## src/hw/decode_pkg.sv

```systemverilog
/*
  Shared constants, types and decode functions for the file-register instruction decoder.
  Assumes 16-bit instruction words and a 14-bit data address space.
*/
package decode_pkg;

  ////////////////////////////////////////////////////////////////////////////////
  // Timing and address layout
  localparam int PHASES_PER_CYCLE = 4;
  localparam logic [1:0] PHASE_LAST = 2'(PHASES_PER_CYCLE - 1);
  localparam int ADDR_W = 14;
  localparam logic [7:0] ACCESS_SPLIT = 8'h60;
  localparam logic [5:0] ACCESS_LOW_BANK = 6'h00;
  localparam logic [5:0] ACCESS_HIGH_BANK = 6'h3f;
  localparam logic [1:0] MOVE_FORCED_BANK = 2'h0;
  localparam logic [3:0] TRAIL_PREFIX = 4'hf;
  localparam logic [11:0] LONG_MOVE_HEAD = 12'h006;
  localparam logic [2:0] CYCLES_ONE = 3'h1;

  ////////////////////////////////////////////////////////////////////////////////
  // Word fields
  localparam int DEST_BIT = 9;
  localparam int ACCESS_BIT = 8;
  localparam int BITNUM_LSB = 9;

  ////////////////////////////////////////////////////////////////////////////////
  // Flag mask bits and groups
  localparam int FLAG_C_BIT = 0;
  localparam int FLAG_HC_BIT = 1;
  localparam int FLAG_Z_BIT = 2;
  localparam int FLAG_OV_BIT = 3;
  localparam int FLAG_N_BIT = 4;
  localparam logic [4:0] FLAGS_NONE = 5'h00;
  localparam logic [4:0] FLAGS_ARITH = 5'h1f;
  localparam logic [4:0] FLAGS_ZN = 5'h14;
  localparam logic [4:0] FLAGS_Z = 5'h04;
  localparam logic [4:0] FLAGS_CZN = 5'h15;

  typedef enum logic [5:0] {
    OP_NOP, OP_OTHER, OP_ADD_W, OP_ADD_C, OP_AND, OP_IOR, OP_XOR, OP_COM,
    OP_CLR, OP_DEC, OP_INC, OP_COPY, OP_STORE_W, OP_MUL_W, OP_NEG, OP_SET,
    OP_RL_C, OP_RL_N, OP_RR_C, OP_RR_N, OP_SUB_FW, OP_SUB_FW_B, OP_SUB_WF_B,
    OP_SWAP, OP_CP_EQ, OP_CP_GT, OP_CP_LT, OP_DEC_SZ, OP_DEC_SNZ, OP_INC_SZ,
    OP_INC_SNZ, OP_TST_SZ, OP_BIT_CLR, OP_BIT_SET, OP_BIT_TOG, OP_BIT_SKC,
    OP_BIT_SKS, OP_MOVE2, OP_MOVE3
  } op_t;

  typedef enum logic [2:0] {
    ST_DECODE, ST_MOVE_DST, ST_LONG_MID, ST_LONG_DST, ST_SKIP, ST_SKIP_TAIL
  } st_t;

  ////////////////////////////////////////////////////////////////////////////////
  // Opcode decode of a first word
  function automatic op_t decode_op(input logic [15:0] w);
    op_t op;
    op = OP_OTHER;
    casez (w[15:8])
      8'b0010_01??: op = OP_ADD_W;
      8'b0010_00??: op = OP_ADD_C;
      8'b0010_10??: op = OP_INC;
      8'b0010_11??: op = OP_DEC_SZ;
      8'b0000_01??: op = OP_DEC;
      8'b0000_001?: op = OP_MUL_W;
      8'b0001_00??: op = OP_IOR;
      8'b0001_01??: op = OP_AND;
      8'b0001_10??: op = OP_XOR;
      8'b0001_11??: op = OP_COM;
      8'b0011_00??: op = OP_RR_C;
      8'b0011_01??: op = OP_RL_C;
      8'b0011_10??: op = OP_SWAP;
      8'b0011_11??: op = OP_INC_SZ;
      8'b0100_00??: op = OP_RR_N;
      8'b0100_01??: op = OP_RL_N;
      8'b0100_10??: op = OP_INC_SNZ;
      8'b0100_11??: op = OP_DEC_SNZ;
      8'b0101_00??: op = OP_COPY;
      8'b0101_01??: op = OP_SUB_WF_B;
      8'b0101_10??: op = OP_SUB_FW_B;
      8'b0101_11??: op = OP_SUB_FW;
      8'b0110_000?: op = OP_CP_LT;
      8'b0110_001?: op = OP_CP_EQ;
      8'b0110_010?: op = OP_CP_GT;
      8'b0110_011?: op = OP_TST_SZ;
      8'b0110_100?: op = OP_SET;
      8'b0110_101?: op = OP_CLR;
      8'b0110_110?: op = OP_NEG;
      8'b0110_111?: op = OP_STORE_W;
      8'b0111_????: op = OP_BIT_TOG;
      8'b1000_????: op = OP_BIT_SET;
      8'b1001_????: op = OP_BIT_CLR;
      8'b1010_????: op = OP_BIT_SKS;
      8'b1011_????: op = OP_BIT_SKC;
      8'b1100_????: op = OP_MOVE2;
      8'b1111_????: op = OP_NOP;
      default: op = OP_OTHER;
    endcase
    if (w[15:4] == LONG_MOVE_HEAD) begin
      op = OP_MOVE3;
    end
    return op;
  endfunction

  ////////////////////////////////////////////////////////////////////////////////
  // Flags each operation may update
  function automatic logic [4:0] flag_mask(input op_t op);
    logic [4:0] m;
    m = FLAGS_NONE;
    case (op)
      OP_ADD_W, OP_ADD_C, OP_INC, OP_DEC, OP_NEG,
      OP_SUB_FW, OP_SUB_FW_B, OP_SUB_WF_B: m = FLAGS_ARITH;
      OP_AND, OP_IOR, OP_XOR, OP_COM, OP_COPY,
      OP_RL_N, OP_RR_N: m = FLAGS_ZN;
      OP_RL_C, OP_RR_C: m = FLAGS_CZN;
      OP_CLR: m = FLAGS_Z;
      default: m = FLAGS_NONE;
    endcase
    return m;
  endfunction

  // Operations whose word carries a destination bit
  function automatic logic has_dest(input op_t op);
    logic r;
    r = 1'b0;
    case (op)
      OP_ADD_W, OP_ADD_C, OP_INC, OP_DEC, OP_AND, OP_IOR, OP_XOR, OP_COM,
      OP_COPY, OP_RL_C, OP_RL_N, OP_RR_C, OP_RR_N, OP_SUB_FW, OP_SUB_FW_B,
      OP_SUB_WF_B, OP_SWAP, OP_DEC_SZ, OP_DEC_SNZ, OP_INC_SZ, OP_INC_SNZ: r = 1'b1;
      default: r = 1'b0;
    endcase
    return r;
  endfunction

  // Operations that always write the file register
  function automatic logic writes_file(input op_t op);
    logic r;
    r = 1'b0;
    case (op)
      OP_CLR, OP_SET, OP_NEG, OP_STORE_W,
      OP_BIT_CLR, OP_BIT_SET, OP_BIT_TOG: r = 1'b1;
      default: r = 1'b0;
    endcase
    return r;
  endfunction

endpackage

```

## src/hw/file_register_instr_decoder.sv

```systemverilog
/*
  Decoder and sequencer for byte- and bit-oriented file-register instructions.
  Assumes one word is presented per instruction cycle, with its operands, at the
  last phase of that cycle; all inputs are synchronous to REF_CLK.
*/
// How it works
// - Add, add-with-carry, increment, decrement: one cycle, all five flags.
// - And, or, complement, exclusive or: one cycle, zero and negative only.
// - Negate all flags; clear zero only; set, store, multiply no flags.
// - The three subtractions decode as given, one cycle, all five flags.
// - Rotate left through carry: C,Z,N; plain rotates: Z,N only.
// - Rotate right through carry: one cycle, C,Z,N, bits pass through carry.
// - Two-word move: source then destination word, two cycles, no flags.
// - Two-word move forces top two address bits of both addresses to zero.
// - Three-word long move carries full addresses, three cycles, no flags.
// - Compare-and-skip equal, greater, less: one cycle, more when skipping.
// - Decrement or test, skip if zero; extra cycles when skipping, no flags.
// - Increment/decrement skip variants write result and skip on condition.
// - Bit clear, set, toggle, skip-if-clear use 3-bit number; no flags.
// - Skip-if-set skips the next word when the chosen bit is one.
// - A taken skip costs one extra no-operation cycle per word of the skipped instruction.
// - Trailing words reached on their own decode as no-operations.
// - Destination bit clear sends result to working register, set to file.
// - One instruction cycle lasts four clock periods.
// - Trailing words start with ones and so run as no-operations.
`timescale 1ns/1ps
module file_register_instr_decoder import decode_pkg::*; (
  // Clock and reset
  input wire logic REF_CLK,
  input wire logic RST_N,
  // Fetched word and operands
  input wire logic [15:0] INSTR_WORD,
  input wire logic [7:0] FILE_DATA,
  input wire logic [7:0] WORK_DATA,
  input wire logic CARRY_IN,
  input wire logic [5:0] BANK_SEL,
  // Cycle timing
  output logic CYCLE_STROBE,
  // Decoded operation
  output op_t OP,
  output logic [ADDR_W-1:0] FILE_ADDR,
  output logic DEST_TO_FILE,
  output logic [2:0] BIT_NUM,
  output logic [4:0] FLAG_MASK,
  output logic [7:0] RESULT,
  // File-to-file moves
  output logic [ADDR_W-1:0] SRC_ADDR,
  output logic [ADDR_W-1:0] DST_ADDR,
  output logic MOVE_VALID,
  // Execution control
  output logic EXEC_NOP,
  output logic SKIP_TAKEN,
  output logic INSTR_DONE,
  output logic [2:0] INSTR_CYCLES
);

  ////////////////////////////////////////////////////////////////////////////////
  // Phase counter
  logic [1:0] phase;
  st_t state;
  logic [1:0] tail;
  logic [2:0] cyc;

  wire boundary = phase == PHASE_LAST;
  wire [1:0] next_phase = phase + 2'h1;

  always_ff @(posedge REF_CLK) begin
    if (!RST_N) begin
      phase <= 2'h0;
      CYCLE_STROBE <= 1'b0;
    end else begin
      phase <= next_phase;
      CYCLE_STROBE <= boundary;
    end
  end

  ////////////////////////////////////////////////////////////////////////////////
  // First-word decode
  wire op_t dec_op = decode_op(INSTR_WORD);
  wire [7:0] f_field = INSTR_WORD[7:0];
  wire a_bit = INSTR_WORD[ACCESS_BIT];
  wire d_bit = INSTR_WORD[DEST_BIT];
  wire [2:0] b_field = INSTR_WORD[BITNUM_LSB+2:BITNUM_LSB];
  wire [7:0] unit_result;
  wire unit_skip;

  operand_unit u_operand (
    .op(dec_op),
    .bit_num(b_field),
    .file_data(FILE_DATA),
    .work_data(WORK_DATA),
    .carry_in(CARRY_IN),
    .result(unit_result),
    .take_skip(unit_skip)
  );

  // Access region below the split maps to the low bank, above it to the top bank
  wire [5:0] access_bank = (f_field < ACCESS_SPLIT) ? ACCESS_LOW_BANK : ACCESS_HIGH_BANK;
  wire [5:0] sel_bank = a_bit ? BANK_SEL : access_bank;

  // Result steering
  wire dec_dest = has_dest(dec_op) ? d_bit : writes_file(dec_op);

  // Words that bring trailing words with them
  wire two_word_first = (INSTR_WORD[15:12] == 4'hc) || (INSTR_WORD[15:10] == 6'h3b);
  wire three_word_first = INSTR_WORD[15:4] == LONG_MOVE_HEAD;
  wire [1:0] skipped_tail = three_word_first ? 2'h2 : (two_word_first ? 2'h1 : 2'h0);

  ////////////////////////////////////////////////////////////////////////////////
  // Sequencer
  wire in_decode = state == ST_DECODE;
  wire in_skip = (state == ST_SKIP) || (state == ST_SKIP_TAIL);
  wire take_skip = in_decode && unit_skip;

  st_t next_state;
  logic [1:0] next_tail;

  always_comb begin
    next_state = state;
    next_tail = tail;
    case (state)
      ST_DECODE: begin
        if (dec_op == OP_MOVE2) begin
          next_state = ST_MOVE_DST;
        end else if (dec_op == OP_MOVE3) begin
          next_state = ST_LONG_MID;
        end else if (unit_skip) begin
          next_state = ST_SKIP;
        end else begin
          next_state = ST_DECODE;
        end
      end
      ST_MOVE_DST: next_state = ST_DECODE;
      ST_LONG_MID: next_state = ST_LONG_DST;
      ST_LONG_DST: next_state = ST_DECODE;
      ST_SKIP: begin
        next_tail = skipped_tail;
        next_state = (skipped_tail == 2'h0) ? ST_DECODE : ST_SKIP_TAIL;
      end
      ST_SKIP_TAIL: begin
        next_tail = tail - 2'h1;
        next_state = (tail == 2'h1) ? ST_DECODE : ST_SKIP_TAIL;
      end
      default: next_state = ST_DECODE;
    endcase
  end

  // End of instruction and its cycle count
  wire instr_end = (next_state == ST_DECODE);
  wire [2:0] next_cyc = instr_end ? 3'h0 : cyc + 3'h1;
  wire [2:0] cyc_total = cyc + CYCLES_ONE;

  always_ff @(posedge REF_CLK) begin
    if (!RST_N) begin
      state <= ST_DECODE;
      tail <= 2'h0;
      cyc <= 3'h0;
    end else if (boundary) begin
      state <= next_state;
      tail <= next_tail;
      cyc <= next_cyc;
    end
  end

  ////////////////////////////////////////////////////////////////////////////////
  // Output next values
  wire op_t next_op = in_decode ? dec_op : (in_skip ? OP_NOP : OP);
  wire [4:0] next_flags = in_decode ? flag_mask(dec_op) : FLAGS_NONE;
  wire [ADDR_W-1:0] next_file_addr = in_decode ? {sel_bank, f_field} : FILE_ADDR;
  wire next_dest = in_decode && dec_dest;
  wire [2:0] next_bit = in_decode ? b_field : BIT_NUM;
  wire [7:0] next_result = in_decode ? unit_result : RESULT;
  wire next_nop = in_skip || (in_decode && dec_op == OP_NOP);

  // Source address: short move forced to the low 4k, long move in two parts
  wire [ADDR_W-1:0] next_src =
    (in_decode && dec_op == OP_MOVE2) ? {MOVE_FORCED_BANK, INSTR_WORD[11:0]} :
    (in_decode && dec_op == OP_MOVE3) ? {INSTR_WORD[3:0], 10'h000} :
    (state == ST_LONG_MID) ? {SRC_ADDR[13:10], INSTR_WORD[11:2]} : SRC_ADDR;
  wire [ADDR_W-1:0] next_dst =
    (state == ST_MOVE_DST) ? {MOVE_FORCED_BANK, INSTR_WORD[11:0]} :
    (state == ST_LONG_MID) ? {INSTR_WORD[1:0], 12'h000} :
    (state == ST_LONG_DST) ? {DST_ADDR[13:12], INSTR_WORD[11:0]} : DST_ADDR;
  wire next_move = (state == ST_MOVE_DST) || (state == ST_LONG_DST);

  always_ff @(posedge REF_CLK) begin
    if (!RST_N) begin
      OP <= OP_NOP;
      FLAG_MASK <= FLAGS_NONE;
      FILE_ADDR <= '0;
      DEST_TO_FILE <= 1'b0;
      BIT_NUM <= 3'h0;
      RESULT <= 8'h00;
      EXEC_NOP <= 1'b0;
      SKIP_TAKEN <= 1'b0;
    end else if (boundary) begin
      OP <= next_op;
      FLAG_MASK <= next_flags;
      FILE_ADDR <= next_file_addr;
      DEST_TO_FILE <= next_dest;
      BIT_NUM <= next_bit;
      RESULT <= next_result;
      EXEC_NOP <= next_nop;
      SKIP_TAKEN <= take_skip;
    end
  end

  always_ff @(posedge REF_CLK) begin
    if (!RST_N) begin
      SRC_ADDR <= '0;
      DST_ADDR <= '0;
      MOVE_VALID <= 1'b0;
      INSTR_DONE <= 1'b0;
      INSTR_CYCLES <= 3'h0;
    end else if (boundary) begin
      SRC_ADDR <= next_src;
      DST_ADDR <= next_dst;
      MOVE_VALID <= next_move;
      INSTR_DONE <= instr_end;
      INSTR_CYCLES <= cyc_total;
    end
  end

  ////////////////////////////////////////////////////////////////////////////////
  // Checks
  wire [7:0] swapped_in = {FILE_DATA[3:0], FILE_DATA[7:4]};

  cycle_length_a: assert property (@(posedge REF_CLK) disable iff (!RST_N)
    CYCLE_STROBE |=> !CYCLE_STROBE [*3] ##1 CYCLE_STROBE)
    else $error("instruction cycle is not four clocks");

  arith_flags_a: assert property (@(posedge REF_CLK) disable iff (!RST_N)
    CYCLE_STROBE && OP inside {OP_ADD_W, OP_ADD_C, OP_INC, OP_DEC, OP_NEG,
      OP_SUB_FW, OP_SUB_FW_B, OP_SUB_WF_B} |-> FLAG_MASK == FLAGS_ARITH && !EXEC_NOP)
    else $error("arithmetic op does not update all flags");

  logic_flags_a: assert property (@(posedge REF_CLK) disable iff (!RST_N)
    CYCLE_STROBE && OP inside {OP_AND, OP_IOR, OP_XOR, OP_COM, OP_COPY, OP_RL_N, OP_RR_N}
      |-> FLAG_MASK == FLAGS_ZN)
    else $error("logic op flag set wrong");

  quiet_flags_a: assert property (@(posedge REF_CLK) disable iff (!RST_N)
    CYCLE_STROBE && OP inside {OP_SET, OP_STORE_W, OP_MUL_W, OP_SWAP, OP_MOVE2, OP_MOVE3}
      |-> FLAG_MASK == FLAGS_NONE)
    else $error("flagless op updates flags");

  carry_rotate_a: assert property (@(posedge REF_CLK) disable iff (!RST_N)
    CYCLE_STROBE && OP inside {OP_RL_C, OP_RR_C} |-> FLAG_MASK == FLAGS_CZN
      && (OP == OP_RR_C ? RESULT[7] : RESULT[0]) == $past(CARRY_IN))
    else $error("rotate through carry wrong");

  bit_ops_a: assert property (@(posedge REF_CLK) disable iff (!RST_N)
    CYCLE_STROBE && OP inside {OP_BIT_CLR, OP_BIT_SET, OP_BIT_TOG} |-> FLAG_MASK == FLAGS_NONE
      && DEST_TO_FILE && INSTR_DONE && INSTR_CYCLES == CYCLES_ONE)
    else $error("bit op not flagless single cycle");

  skip_flags_a: assert property (@(posedge REF_CLK) disable iff (!RST_N)
    CYCLE_STROBE && OP inside {OP_CP_EQ, OP_CP_GT, OP_CP_LT, OP_DEC_SZ, OP_DEC_SNZ, OP_INC_SZ, OP_INC_SNZ,
      OP_TST_SZ, OP_BIT_SKC, OP_BIT_SKS} |-> FLAG_MASK == FLAGS_NONE && INSTR_DONE == !SKIP_TAKEN)
    else $error("skip op flags or length wrong");

  move_quiet_a: assert property (@(posedge REF_CLK) disable iff (!RST_N)
    CYCLE_STROBE && MOVE_VALID |-> FLAG_MASK == FLAGS_NONE && !DEST_TO_FILE && !SKIP_TAKEN)
    else $error("move touches flags");

  skip_tail_a: assert property (@(posedge REF_CLK) disable iff (!RST_N)
    CYCLE_STROBE && EXEC_NOP && !INSTR_DONE |-> OP == OP_NOP && FLAG_MASK == FLAGS_NONE && !SKIP_TAKEN)
    else $error("skipped word not a no-operation");

  swap_result_a: assert property (@(posedge REF_CLK) disable iff (!RST_N)
    CYCLE_STROBE && OP == OP_SWAP && !EXEC_NOP |-> RESULT == $past(swapped_in))
    else $error("nibble swap wrong");

  move_bank_a: assert property (@(posedge REF_CLK) disable iff (!RST_N)
    MOVE_VALID && OP == OP_MOVE2 |-> SRC_ADDR[13:12] == MOVE_FORCED_BANK
      && DST_ADDR[13:12] == MOVE_FORCED_BANK)
    else $error("short move reaches above 4k");

  move_cycles_a: assert property (@(posedge REF_CLK) disable iff (!RST_N)
    CYCLE_STROBE && MOVE_VALID && OP == OP_MOVE2 |-> INSTR_DONE && INSTR_CYCLES == 3'h2)
    else $error("short move not two cycles");

  long_cycles_a: assert property (@(posedge REF_CLK) disable iff (!RST_N)
    CYCLE_STROBE && MOVE_VALID && OP == OP_MOVE3 |-> INSTR_DONE && INSTR_CYCLES == 3'h3)
    else $error("long move not three cycles");

  skip_nop_a: assert property (@(posedge REF_CLK) disable iff (!RST_N)
    CYCLE_STROBE && SKIP_TAKEN |-> !INSTR_DONE ##4 (EXEC_NOP && OP == OP_NOP))
    else $error("taken skip not followed by no-operation");

  trailing_nop_a: assert property (@(posedge REF_CLK) disable iff (!RST_N)
    boundary && in_decode && INSTR_WORD[15:12] == TRAIL_PREFIX |=> EXEC_NOP && FLAG_MASK == FLAGS_NONE)
    else $error("lone trailing word not a no-operation");

  dest_steer_a: assert property (@(posedge REF_CLK) disable iff (!RST_N)
    boundary && in_decode && has_dest(dec_op) |=> DEST_TO_FILE == $past(d_bit))
    else $error("destination bit not followed");

  access_bank_a: assert property (@(posedge REF_CLK) disable iff (!RST_N)
    boundary && in_decode && a_bit |=> FILE_ADDR[13:8] == $past(BANK_SEL))
    else $error("banked access ignores bank register");

endmodule

```

## src/hw/operand_unit.sv

```systemverilog
/*
  Combinational result and skip condition for one decoded file-register operation.
  Assumes operands are stable while the decoder samples them.
*/
`timescale 1ns/1ps
module operand_unit import decode_pkg::*; (
  // Operation
  input wire op_t op,
  input wire logic [2:0] bit_num,
  // Operands
  input wire logic [7:0] file_data,
  input wire logic [7:0] work_data,
  input wire logic carry_in,
  // Answer
  output logic [7:0] result,
  output logic take_skip
);

  wire [7:0] inc_val = file_data + 8'h01;
  wire [7:0] dec_val = file_data - 8'h01;
  wire [7:0] bit_mask = 8'h01 << bit_num;
  wire bit_val = |(file_data & bit_mask);

  always_comb begin
    case (op)
      OP_INC, OP_INC_SZ, OP_INC_SNZ: result = inc_val;
      OP_DEC, OP_DEC_SZ, OP_DEC_SNZ: result = dec_val;
      OP_RL_C: result = {file_data[6:0], carry_in};
      OP_RR_C: result = {carry_in, file_data[7:1]};
      OP_RL_N: result = {file_data[6:0], file_data[7]};
      OP_RR_N: result = {file_data[0], file_data[7:1]};
      OP_SWAP: result = {file_data[3:0], file_data[7:4]};
      OP_COM: result = ~file_data;
      OP_CLR: result = 8'h00;
      OP_SET: result = 8'hff;
      OP_BIT_CLR: result = file_data & ~bit_mask;
      OP_BIT_SET: result = file_data | bit_mask;
      OP_BIT_TOG: result = file_data ^ bit_mask;
      OP_STORE_W: result = work_data;
      default: result = file_data;
    endcase
  end

  always_comb begin
    case (op)
      OP_CP_EQ: take_skip = file_data == work_data;
      OP_CP_GT: take_skip = file_data > work_data;
      OP_CP_LT: take_skip = file_data < work_data;
      OP_DEC_SZ: take_skip = dec_val == 8'h00;
      OP_TST_SZ: take_skip = file_data == 8'h00;
      OP_DEC_SNZ: take_skip = dec_val != 8'h00;
      OP_INC_SNZ: take_skip = inc_val != 8'h00;
      OP_INC_SZ: take_skip = inc_val == 8'h00;
      OP_BIT_SKC: take_skip = !bit_val;
      OP_BIT_SKS: take_skip = bit_val;
      default: take_skip = 1'b0;
    endcase
  end

endmodule

```

## config.mk

```make
export PLATFORM = sky130hd
export DESIGN_NAME = file_register_instr_decoder
export DESIGN_NICKNAME = d
export VERILOG_FILES = /design/src/hw/decode_pkg.sv /design/src/hw/file_register_instr_decoder.sv /design/src/hw/operand_unit.sv
export SDC_FILE = /design/constraint.sdc
export NUM_CORES = 1
export LEC_CHECK = 0
export ABC_AREA = 1
export CORE_ASPECT_RATIO = 1.5
export CORE_MARGIN = 2
export CORE_UTILIZATION = 30
export DETAILED_ROUTE_END_ITERATION = 12
export DONT_BUFFER_PORTS = 1
export GPL_ROUTABILITY_DRIVEN = 0
export SLEW_MARGIN = 25
export SYNTH_ARGS = -nofsm -noshare
export SYNTH_HDL_FRONTEND = slang
export SYNTH_HIERARCHICAL = 1
export SYNTH_SLANG_ARGS = --single-unit
```

## constraint.sdc

```tcl
create_clock -name REF_CLK -period 8.4 [get_ports REF_CLK]
set_clock_uncertainty 0.15 [all_clocks]
set_input_delay 0.84 -clock REF_CLK [delete_from_list [all_inputs] [get_ports REF_CLK]]
set_output_delay 0.84 -clock REF_CLK [all_outputs]
set_load 0.02 [all_outputs]
```

Yosys cells after proc, flatten, opt, wreduce, memory -nomap -nowiden
Memories as Yosys holds them, arrays and structs flattened.
Cells that the tools add are included.
Word-level totals
  word-level logic and storage cells: 176
  input bits: 41
  output and inout port bits: 73
  bits in registers: 83
  bits in read-only memories: 192
  memories: 2
Memory list
  (name not given): depth 32, width 5, read ports 1, clocked after Yosys merged registers in 0, write ports 0, RTL line decode_pkg.sv:108  | case (op)
  (name not given): depth 32, width 1, read ports 1, clocked after Yosys merged registers in 0, write ports 0, RTL line decode_pkg.sv:124  | case (op)
Operators by class
  add/subtract/negate cells: 5
  reduce and logical (&&, ||, !) cells: 36
  equal/unequal tests: 74
  mux-type cells: 29
  bitwise gates (word level): 6
  magnitude comparators: 3
  shift operators: 1
Operator list (count)
  case mux 6 bit (37 select lines): 1
  equality test 6 x 5 -> 1 bit, second input constant: 21
  case mux 8 bit (14 select lines): 1
  equality test 6 x 4 -> 1 bit, second input constant: 14
  equality test 7 x 6 -> 1 bit, second input constant: 8
  2-to-1 mux 14 bit: 4
  equality test 6 bit, second input constant: 8
  equality test 6 x 3 -> 1 bit, second input constant: 5
  2-to-1 mux 6 bit: 5
  equality test 4 bit, second input constant: 6
  zero test 8 bit: 3
  2-to-1 mux 3 bit: 6
  bitwise AND 8 bit: 2
  inverter 8 bit: 2
  nonzero test 8 bit: 2
  AND reduction 2 bit: 7
  equality test 12 x 3 -> 1 bit, second input constant: 1
  2-to-1 mux 12 bit: 1
  case mux 3 bit (4 select lines): 1
  2-to-1 mux 10 bit: 1
  2-to-1 mux 5 bit: 2
  case mux 1 bit (10 select lines): 1
  adder 8 x 1 -> 8 bit, second input constant: 1
  equality test 8 bit: 1
  32 further kinds: 50

Longest topological paths before layout
Gate-level depths: netlist (run 1).
  depth in word-level cells: 11
  gate-level depth with buffers: 29
  gate-level depth less buffers: 28

Modules after synthesis
The synthesis (run 1) kept the hierarchy.
By module, submodules not included
  file_register_instr_decoder: sequential area each 1641.6 sq um, cells each 646, instances 1, area an instance 4260.3 sq um
  operand_unit: sequential area each 0.0 sq um, cells each 393, instances 1, area an instance 2025.7 sq um

Worst setup path after synthesis (run 1)
Ideal clock, no wire load.
  kind: input-to-reg
  from: input INSTR_WORD[15]
  to: register cyc[0]
  library setup time: 70 ps
  arrival time: 3242 ps
  path slack: 4938 ps
  stages on the path: 28
  path buffers: 1
  required time: 8180 ps
  path through: buf_4 inv_1 nand2_1 nor2_2 nand2_1 nand2_1 clkinv_1 nand2_1 nor2_1 nand4_1 nand2_1 nand2_1 inv_1 nor2_2 nand4_1 o21ai_0 nor2_1 nand3_1 nor2_1 nand2_1 nand2_1 inv_1 nand3_1 nand2_1 nor2_1 nand2_1 nand2_1 a21oi_1
Between the ends
  word-level cells in the longest chain between the ends: 11
  elaborated cells between the ends (all ways): 65
  classes of those cells: eq/ne (51); mux (11); reduce/logical (3)
RTL lines
  start: declaration: RTL line file_register_instr_decoder.sv:32  | input wire logic [15:0] INSTR_WORD,
  equality test 7 x 6 -> 1 bit (tied with other cells): RTL line decode_pkg.sv:57  | casez (w[15:8])
  case mux 6 bit (37 select lines): RTL line decode_pkg.sv:57
  2-to-1 mux 6 bit (*): RTL line decode_pkg.sv:97  | if (w[15:4] == LONG_MOVE_HEAD) begin
  net dec_op[0]: RTL line file_register_instr_decoder.sv:79  | wire op_t dec_op = decode_op(INSTR_WORD);
  equality test 6 bit or equality test 6 x 5 -> 1 bit (tied branches): RTL line operand_unit.sv:45  | case (op)
  case mux 1 bit (10 select lines) (*): RTL line operand_unit.sv:45
  net unit_skip: RTL line file_register_instr_decoder.sv:85  | wire unit_skip;
  2-to-1 mux 3 bit (*): RTL line file_register_instr_decoder.sv:127  | end else if (unit_skip) begin
  2-to-1 mux 3 bit (*): RTL line file_register_instr_decoder.sv:125  | end else if (dec_op == OP_MOVE3) begin
  2-to-1 mux 3 bit (*): RTL line file_register_instr_decoder.sv:123  | if (dec_op == OP_MOVE2) begin
  case mux 3 bit (4 select lines) (*): RTL line file_register_instr_decoder.sv:121  | case (state)
  zero test 3 bit (*): RTL line file_register_instr_decoder.sv:149  | wire instr_end = (next_state == ST_DECODE);
  2-to-1 mux 3 bit (*): RTL line file_register_instr_decoder.sv:150  | wire [2:0] next_cyc = instr_end ? 3'h0 : cyc + 3'h1;
  end signal: assignment: RTL line file_register_instr_decoder.sv:161  | cyc <= next_cyc;
  end: declaration: RTL line file_register_instr_decoder.sv:62  | logic [2:0] cyc;
The timed path passes the listed nets; every way through them passes the cells marked *.
A chain may end at the register's enable or synchronous reset.

Worst setup path after layout (run 1)
  from: input INSTR_WORD[10]
  to: register SRC_ADDR[5]
Between the ends
  word-level cells in the longest chain between the ends: 7
  elaborated cells between the ends (all ways): 41
  classes of those cells: eq/ne (33); mux (4); reduce/logical (4)
RTL lines
  equality test 7 x 6 -> 1 bit (tied with other cells): RTL line decode_pkg.sv:57
  case mux 6 bit (37 select lines): RTL line decode_pkg.sv:57
  2-to-1 mux 6 bit (*): RTL line decode_pkg.sv:97
  net dec_op[0]: RTL line file_register_instr_decoder.sv:79
  equality test 6 bit, on equally long branches: RTL line file_register_instr_decoder.sv:177, file_register_instr_decoder.sv:178
  logical AND 1 bit, on equally long branches: RTL line file_register_instr_decoder.sv:177, file_register_instr_decoder.sv:178
  nonzero test 3 bit (no source line) or 2-to-1 mux 14 bit (tied branches)
  AND reduction 2 bit (no source line) or 2-to-1 mux 14 bit (tied branches)
  end signal: assignment: RTL line file_register_instr_decoder.sv:216  | SRC_ADDR <= next_src;
  end: declaration: RTL line file_register_instr_decoder.sv:47  | output logic [ADDR_W-1:0] SRC_ADDR,
The timed path passes the listed nets; every way through them passes the cells marked *. The select of a mux whose other input is x is not followed.

==> results of run 1 <==
cells by family (layout without fill, tap and decap cells):
logic type,count (synthesis),in the layout,share of synthesized area (%)
flip-flops,82,82,26.1
AO/OA/AOI/OAI,183,183,15.9
buffers and inverters,175,166,10.9
adder cells (fa/ha/maj),43,43,8.56
AND/OR/NAND/NOR,556,556,38.6
through the flow:
step / std cells / power (mW) / hold slack, ns
after floorplan: 1039 / 0.600 / 0.249
after global placement: 1278 / 0.651 / 0.262
after global routing: 1294 / 1.09 / 0.302
final: 1294 / 1.04 / 0.279
after CTS: 1294 / 1.04 / 0.276
after detailed placement: 1278 / 0.652 / 0.267
power breakdown:
part / total (mW) / switching, mW / internal (mW)
Sequential: 0.424 / 0.0227 / 0.402
Combinational: 0.221 / 0.157 / 0.0643
Clock: 0.392 / 0.161 / 0.231
Total: 1.04 / 0.341 / 0.697
worst reg2reg max path, cell delays in order (launching register included):
cell	delay [ns]
dfxtp_1	0.34
ha_1	0.20
clkinv_1	0.58
nor2_2	0.28
buf_4	0.38
inv_1	0.32
nor2_1	0.20
inv_1	0.07
a21oi_1	0.22
o211ai_1	0.23
a21oi_1	0.18
cell usage after synthesis (3+ instances only):
cell type	number
nand2_1	250
nor2_1	160
inv_1	126
dfxtp_1	82
nand3_1	69
a21oi_1	59
o21ai_0	59
ha_1	43
o22ai_1	43
nor3_1	23
clkbuf_1	17
nand4_1	16
inv_2	14
o21ai_1	11
nand2_2	10
nor2_2	8
buf_2	7
clkinv_1	6
nand3b_1	5
nand3_2	4
nor2_4	4
buf_4	3
metal layers:
| layer | vias up | wire, um | track usage, % |
|---|---|---|---|
| met3 | 57 | 1350 | 3.09 |
| met2 | 243 | 10700 | 33.9 |
| li1 | 3343 | - | - |
| met4 | 0 | 989 | 10.2 |
| met5 | - | 0 | 0 |
| met1 | 3099 | 8060 | 20.3 |
final cells by class:
class,instances,area (um2)
clock buffer,10,229
timing repair buffer,4,30.0
fill,2327,13700
sequential,82,1640
tap,264,330
inverter,146,548
clock inverter,6,65.1
multi-input combinational,782,3960
final timing paths:
kind                                startpoint      endpoint  slack (ns)  cells past startpoint
worst max-delay path            INSTR_WORD[10]   SRC_ADDR[5]        4.36                     19
worst min-delay path                  phase[0]      phase[0]        0.28                      1
worst max register to register        phase[0]  FLAG_MASK[0]        5.18                     10
worst min register to register        phase[0]      phase[0]        0.28                      1
registers in the layout, summed over array words and instances (netlist names), 2 cells and up:
| name | count |
|---|---|
| RESULT | 8 |
| INSTR_CYCLES | 3 |
| state | 3 |
| BIT_NUM | 3 |
| OP | 6 |
| tail | 2 |
| FILE_ADDR | 14 |
| DST_ADDR | 14 |
| cyc | 3 |
| FLAG_MASK | 4 |
| phase | 2 |
| SRC_ADDR | 14 |
==> results.tsv, run 1 <==
stage	metric	value	unit
outcome	status	completed	
logic_synthesis	synth_area_per_cell	6.05	um2
placed_design	place_area	6510	um2
timing	layout_setup_ws	4.36	ns
die	start_util	30.7	%
drt	drc	0	
drt	first_pass_iters	5	
logic_synthesis	synthesis.nets	1123	
critical_path	crit_required	8.48	ns
logic_synthesis	synth_top_area_cell	dfxtp_1	
die	dieArea	22200	um2
pwr	ir_drop	96.9	uV
cts	path_clk_slew	0.06	ns
layout	layout_commonest_cell	nand2_1	
critical_path	end_kind	flop	
critical_path	critical-path-top-delay-family	simple AND/OR/NAND/NOR gates	
drt	wl	21100	um
cts	numCtsBuffers	9	
layout	final_cell_mix	250 x nand2_1, 159 x nor2_1, 126 x inv_1, 82 x dfxtp_1, 69 x nand3_1	
logic_synthesis	synth-seq-cells	82	
layout	drive_gt1_share	6.41	%
timing	period_needed	4.04	ns
placed_design	pre_cts_ws	4.06	ns
timing	post-route-period-util	48.1	%
drt	ant_nets	0	
placed_design	dp_hpwl	16400	um
run	max-cap-violations	0	
cts	postCtsHoldBufs	0	
cts	postCtsSetupRepairBufs	0	
cts	clockRootBuffer	clkbuf_16	
cts	cts_tree	done	
global_routing	grt_pass1_vias	6225	
cts	post_cts_resized	0	
placed_design	port_buffers	0	
timing	max_freq	0.248	GHz
layout	area_growth	8.28	%
logic_synthesis	async_flop_share	0	%
drt	wl_per_cell	16.3	um
critical_path	critPathSlowestCell	nand2_1	
critical_path	crit_path_max_incr_delay	0.43	ns
logic_synthesis	ys_warn_count	6	
critical_path	worstPathMaxFanout	13	
logic_synthesis	synthesis.area	6290	um2
global_routing	grt_max_degree	45	
logic_synthesis	ys.flop_type	dfxtp_1	
timing	relSlewSlack	52.1	%
die	die_h	181	um
die	die_w	122	um
timing	worst_slew_pin_slew	0.714	ns
critical_path	crit_top_cell	nand2_1	
cts	cts_sinks	82	
global_routing	grt_pass1_wl	32800	um
logic_synthesis	synthTopCellsByArea	dfxtp_1 26%, nand2_1 15%, nor2_1 9.6%	
timing	slew_violations	0	
timing	setup_viol	0	
pwr	p_leak	3.22	nW
cts	htreeDepth	3	
global_routing	grt_util_all_layers	18.7	%
timing	setup_tns	0	ns
layout	nNetsFinal	1109	
drt	via_count	6742	
timing	hold_viol	0	
logic_synthesis	netlist.area_leader.share	26.1	%
critical_path	cp_num_buf_inv	3	
min_path	hp-class	flop to flop	
pwr	power_density	152	nW/um2
logic_synthesis	netlist_instances	1039	
cts	cts_buffer_depth	2	
logic_synthesis	synth_edf_count	0	
drt	routed_via_density	5.21	
logic_synthesis	yosysUniqueCellTypes	39	
die	design.core.area	20500	um2
die	row_count	64	
layout	num_antenna_cells	0	
global_routing	antenna_found_initial	0	
global_routing	grt_overflow_total	0	
timing	rsz0062_at_grt	no	
layout	post-route-util	33.2	%
layout	fin_area	6810	um2
cts	clock_latency	0.33	ns
critical_path	path_cells	inv_1 > nor2_1 > nand2_1 > nand2_1 > nand2_1 > nand2_1 > nor2_1 > nand4_1 > nand2_1 > nand2_1 > inv_1 > ha_1 > nand3_2 > nand2_1 > nand2_2 > nand2_2 > inv_2 > nor2_1 > nor2_1	
die	ioPinCount	114	
drt	drtIter0Drc	507	
critical_path	cp_data_arrival_time	4.12	ns
logic_synthesis	ys_seq_area_share	26.1	%
critical_path	cp-start-kind	input pin	
critical_path	crit_type	input pin to flop	
(Power assumes the default switching activity.)
==> run 2: changes to the inputs <==
clock period = 4.15 ns   (was 8.4 ns; I/O delays follow)
==> run 2 against run 1 <==
Sequential power grew 100%. Sequential cell count is the same. Core utilization grew 0.27 points. Clock-buffer cell count is the same. Critical path depth is the same. First-iteration DRC count grew 2.0%. Die area is the same. Wire length grew 0.80%. Largest power group is now clock. Highest routed layer unchanged.
==> results.tsv, run 2 (synthesized netlist as in run 1, its figures left out) <==
stage	metric	value	unit	change
outcome	status	completed		
critical_path	rrSetupSlack	1.46	ns	-3.72 ns
layout	largest_registers	DST_ADDR: 14 flops, FILE_ADDR: 14 flops, SRC_ADDR: 14 flops		
layout	multi_input_area	3960	um2	unchanged
cts	clockRootBuffer	clkbuf_16		
critical_path	cp-startpoint	INSTR_WORD[10]		
pwr	power_frac_clock	41.3	%	+3.5 points
drt	ant_nets	0		unchanged
cts	postCtsHoldBufs	0		unchanged
layout	seq_area	1640	um2	unchanged
critical_path	crit_required	4.23	ns	-4.25 ns
timing	setup_viol	0		unchanged
global_routing	grt_pass1_wl	33300	um	+1.5%
drt	drc	0		unchanged
cts	postCtsSetupRepairBufs	0		unchanged
timing	hold_viol	0		unchanged
drt	via_count	6771		+0.43%
pwr	swShare	31.3	%	-1.5 points
timing	relSlewSlack	65.2	%	+13 points
cts	path_clk_slew	0.06	ns	about the same
pwr	ir_drop	147	uV	+52%
die	start_util	30.7	%	unchanged
layout	area_growth	9.16	%	
min_path	hp-class	input pin to flop		
pwr	p_int	1.53	mW	+120%
timing	period_needed	3.32	ns	
pwr	p_switching	701	uW	+110%
cts	numCtsBuffers	9		unchanged
critical_path	worstPathMaxFanout	13		unchanged
drt	wl_per_cell	16.5	um	+0.73%
layout	drive_gt1_share	6.50	%	+0.091 points
cts	cts_tree	done		
critical_path	end_kind	flop		
die	die_w	122	um	unchanged
die	die_h	181	um	unchanged
drt	wl	21300	um	+0.80%
timing	rsz0062_at_grt	no		
critical_path	cp_data_arrival_time	3.40	ns	-0.72 ns
timing	max_freq	0.301	GHz	
timing	finalHoldWorstSlack	0.0434	ns	-0.236 ns
placed_design	dp_hpwl	16400	um	about the same
global_routing	antenna_found_initial	0		unchanged
die	dieArea	22200	um2	unchanged
critical_path	cp-start-kind	input pin		
global_routing	grt_pass1_vias	6428		+3.3%
global_routing	grt_use_met1	20.6	%	+0.31 points
critical_path	r2r_end	DST_ADDR[11]		
critical_path	crit_type	input pin to flop		
global_routing	grt_max_degree	45		unchanged
timing	worst_slew_pin_slew	0.520	ns	-0.194 ns
layout	final_cell_mix	250 x nand2_1, 159 x nor2_1, 126 x inv_1, 82 x dfxtp_1, 69 x nand3_1		
cts	clock_latency	0.34	ns	about the same
layout	fin_area	6860	um2	+0.81%
timing	post-route-period-util	79.9	%	
cts	cts_sinks	82		unchanged
pwr	p_leak	3.25	nW	+0.86%
placed_design	place_area	6520	um2	+0.12%
layout	num_antenna_cells	0		unchanged
timing	slew_violations	0		unchanged
cts	cts_buffer_depth	2		unchanged
die	ioPinCount	114		unchanged
drt	routed_via_density	5.23		+0.35%
layout	instances_no_fill	1295		+0.077%
critical_path	reg2regPathDepth	9		-1
drt	first_pass_iters	5		unchanged
placed_design	dp_cells	1279		+0.078%
layout	final.fill_count	2263		-2.8%
layout	nNetsFinal	1110		+0.090%
die	row_count	64		unchanged
global_routing	grt_util_all_layers	18.9	%	+0.23 points
global_routing	busiest_layer	met2		
min_path	hold_depth	2		+1
run	max-cap-violations	0		unchanged
timing	setup_tns	0	ns	unchanged
pwr	power_density	326	nW/um2	+110%
die	design.core.area	20500	um2	unchanged
placed_design	port_buffers	0		unchanged
drt	drtIter0Drc	517		+2.0%
pwr	pwr-share-comb	20.3	%	-1.0 points
pwr	seq_power_share	38.4	%	-2.5 points
critical_path	r2r_start	phase[0]		
cts	post_cts_resized	0		unchanged
critical_path	critPathCapture	SRC_ADDR[6]		
global_routing	grt_overflow_total	0		unchanged
layout	layout_commonest_cell	nand2_1		
global_routing	use_met3	3.22	%	+0.13 points
cts	htreeDepth	3		unchanged
global_routing	grt_use_met2	34.2	%	+0.22 points
## run 2: changes by cell type in the layout (fill, tap and decap cells not counted), sizes merged
cell | previous run | this run
buf | 4 | 5
clkinvlp | 1 | 0
bufinv | 1 | 3
clkinv | 9 | 8
## run 2: worst min path at each step
stage | to | startpoint | slack, ns
after global placement | phase[0] | phase[0] | 0.27
after global routing | phase[1] | RST_N | 0.06
after floorplan | phase[0] | phase[0] | 0.25
after detailed placement | phase[0] | phase[0] | 0.27
after CTS | phase[1] | RST_N | 0.02
final | phase[1] | RST_N | 0.04
## run 2: through the flow
stage / setup slack, ns / util, % / power (mW)
3_3_place_gp: 0.603 / 31.8 / 1.32
4_1_cts: 0.918 / 33.5 / 2.24
2_1_floorplan: 1.11 / - / 1.21
5_1_grt: 0.472 / 33.5 / 2.34
6_report: 0.833 / 33.5 / 2.24
3_5_place_dp: 0.574 / 31.8 / 1.32
## run 2: worst max-delay path, cell delays in order
cell     delay, ns
inv_1         0.18
nor2_1        0.14
nand2_1       0.08
nand2_1       0.06
nand2_1       0.08
nand2_1       0.08
nor2_1        0.12
nand4_1       0.09
nand2_1       0.10
nand2_1       0.11
inv_1         0.25
ha_1          0.32
nand3_2       0.26
nand2_1       0.36
nand2_2       0.17
nand2_2       0.23
inv_2         0.13
nor2_1        0.14
nor2_1        0.06
## run 2: power groups by stage
stage	combinational [mW]	sequential, mW	clock (mW)
floorplan	0.346	0.869	0
global placement	0.441	0.878	0
detailed placement	0.443	0.878	0
CTS	0.446	0.860	0.936
global route	0.510	0.862	0.969
finish	0.453	0.859	0.923
## run 2: layout make-up
cell class / count / share of cell area (%)
clock inverters: 6 / 1.64
multi-input cells: 782 / 57.7
flip-flops and latches: 82 / 23.9
inverters: 146 / 7.99
repair buffers: 5 / 0.547
well taps: 264 / 4.81
clock buffers: 10 / 3.34
## run 2: per-layer routing
| metal | vias up | part of all wire [%] | routed length, um |
|---|---|---|---|
| li1 | 3338 | - | - |
| met1 | 3057 | 38 | 8040 |
| met2 | 309 | 51 | 10800 |
| met3 | 67 | 7.0 | 1490 |
| met4 | 0 | 4.6 | 990 |
| met5 | - | 0 | 0 |
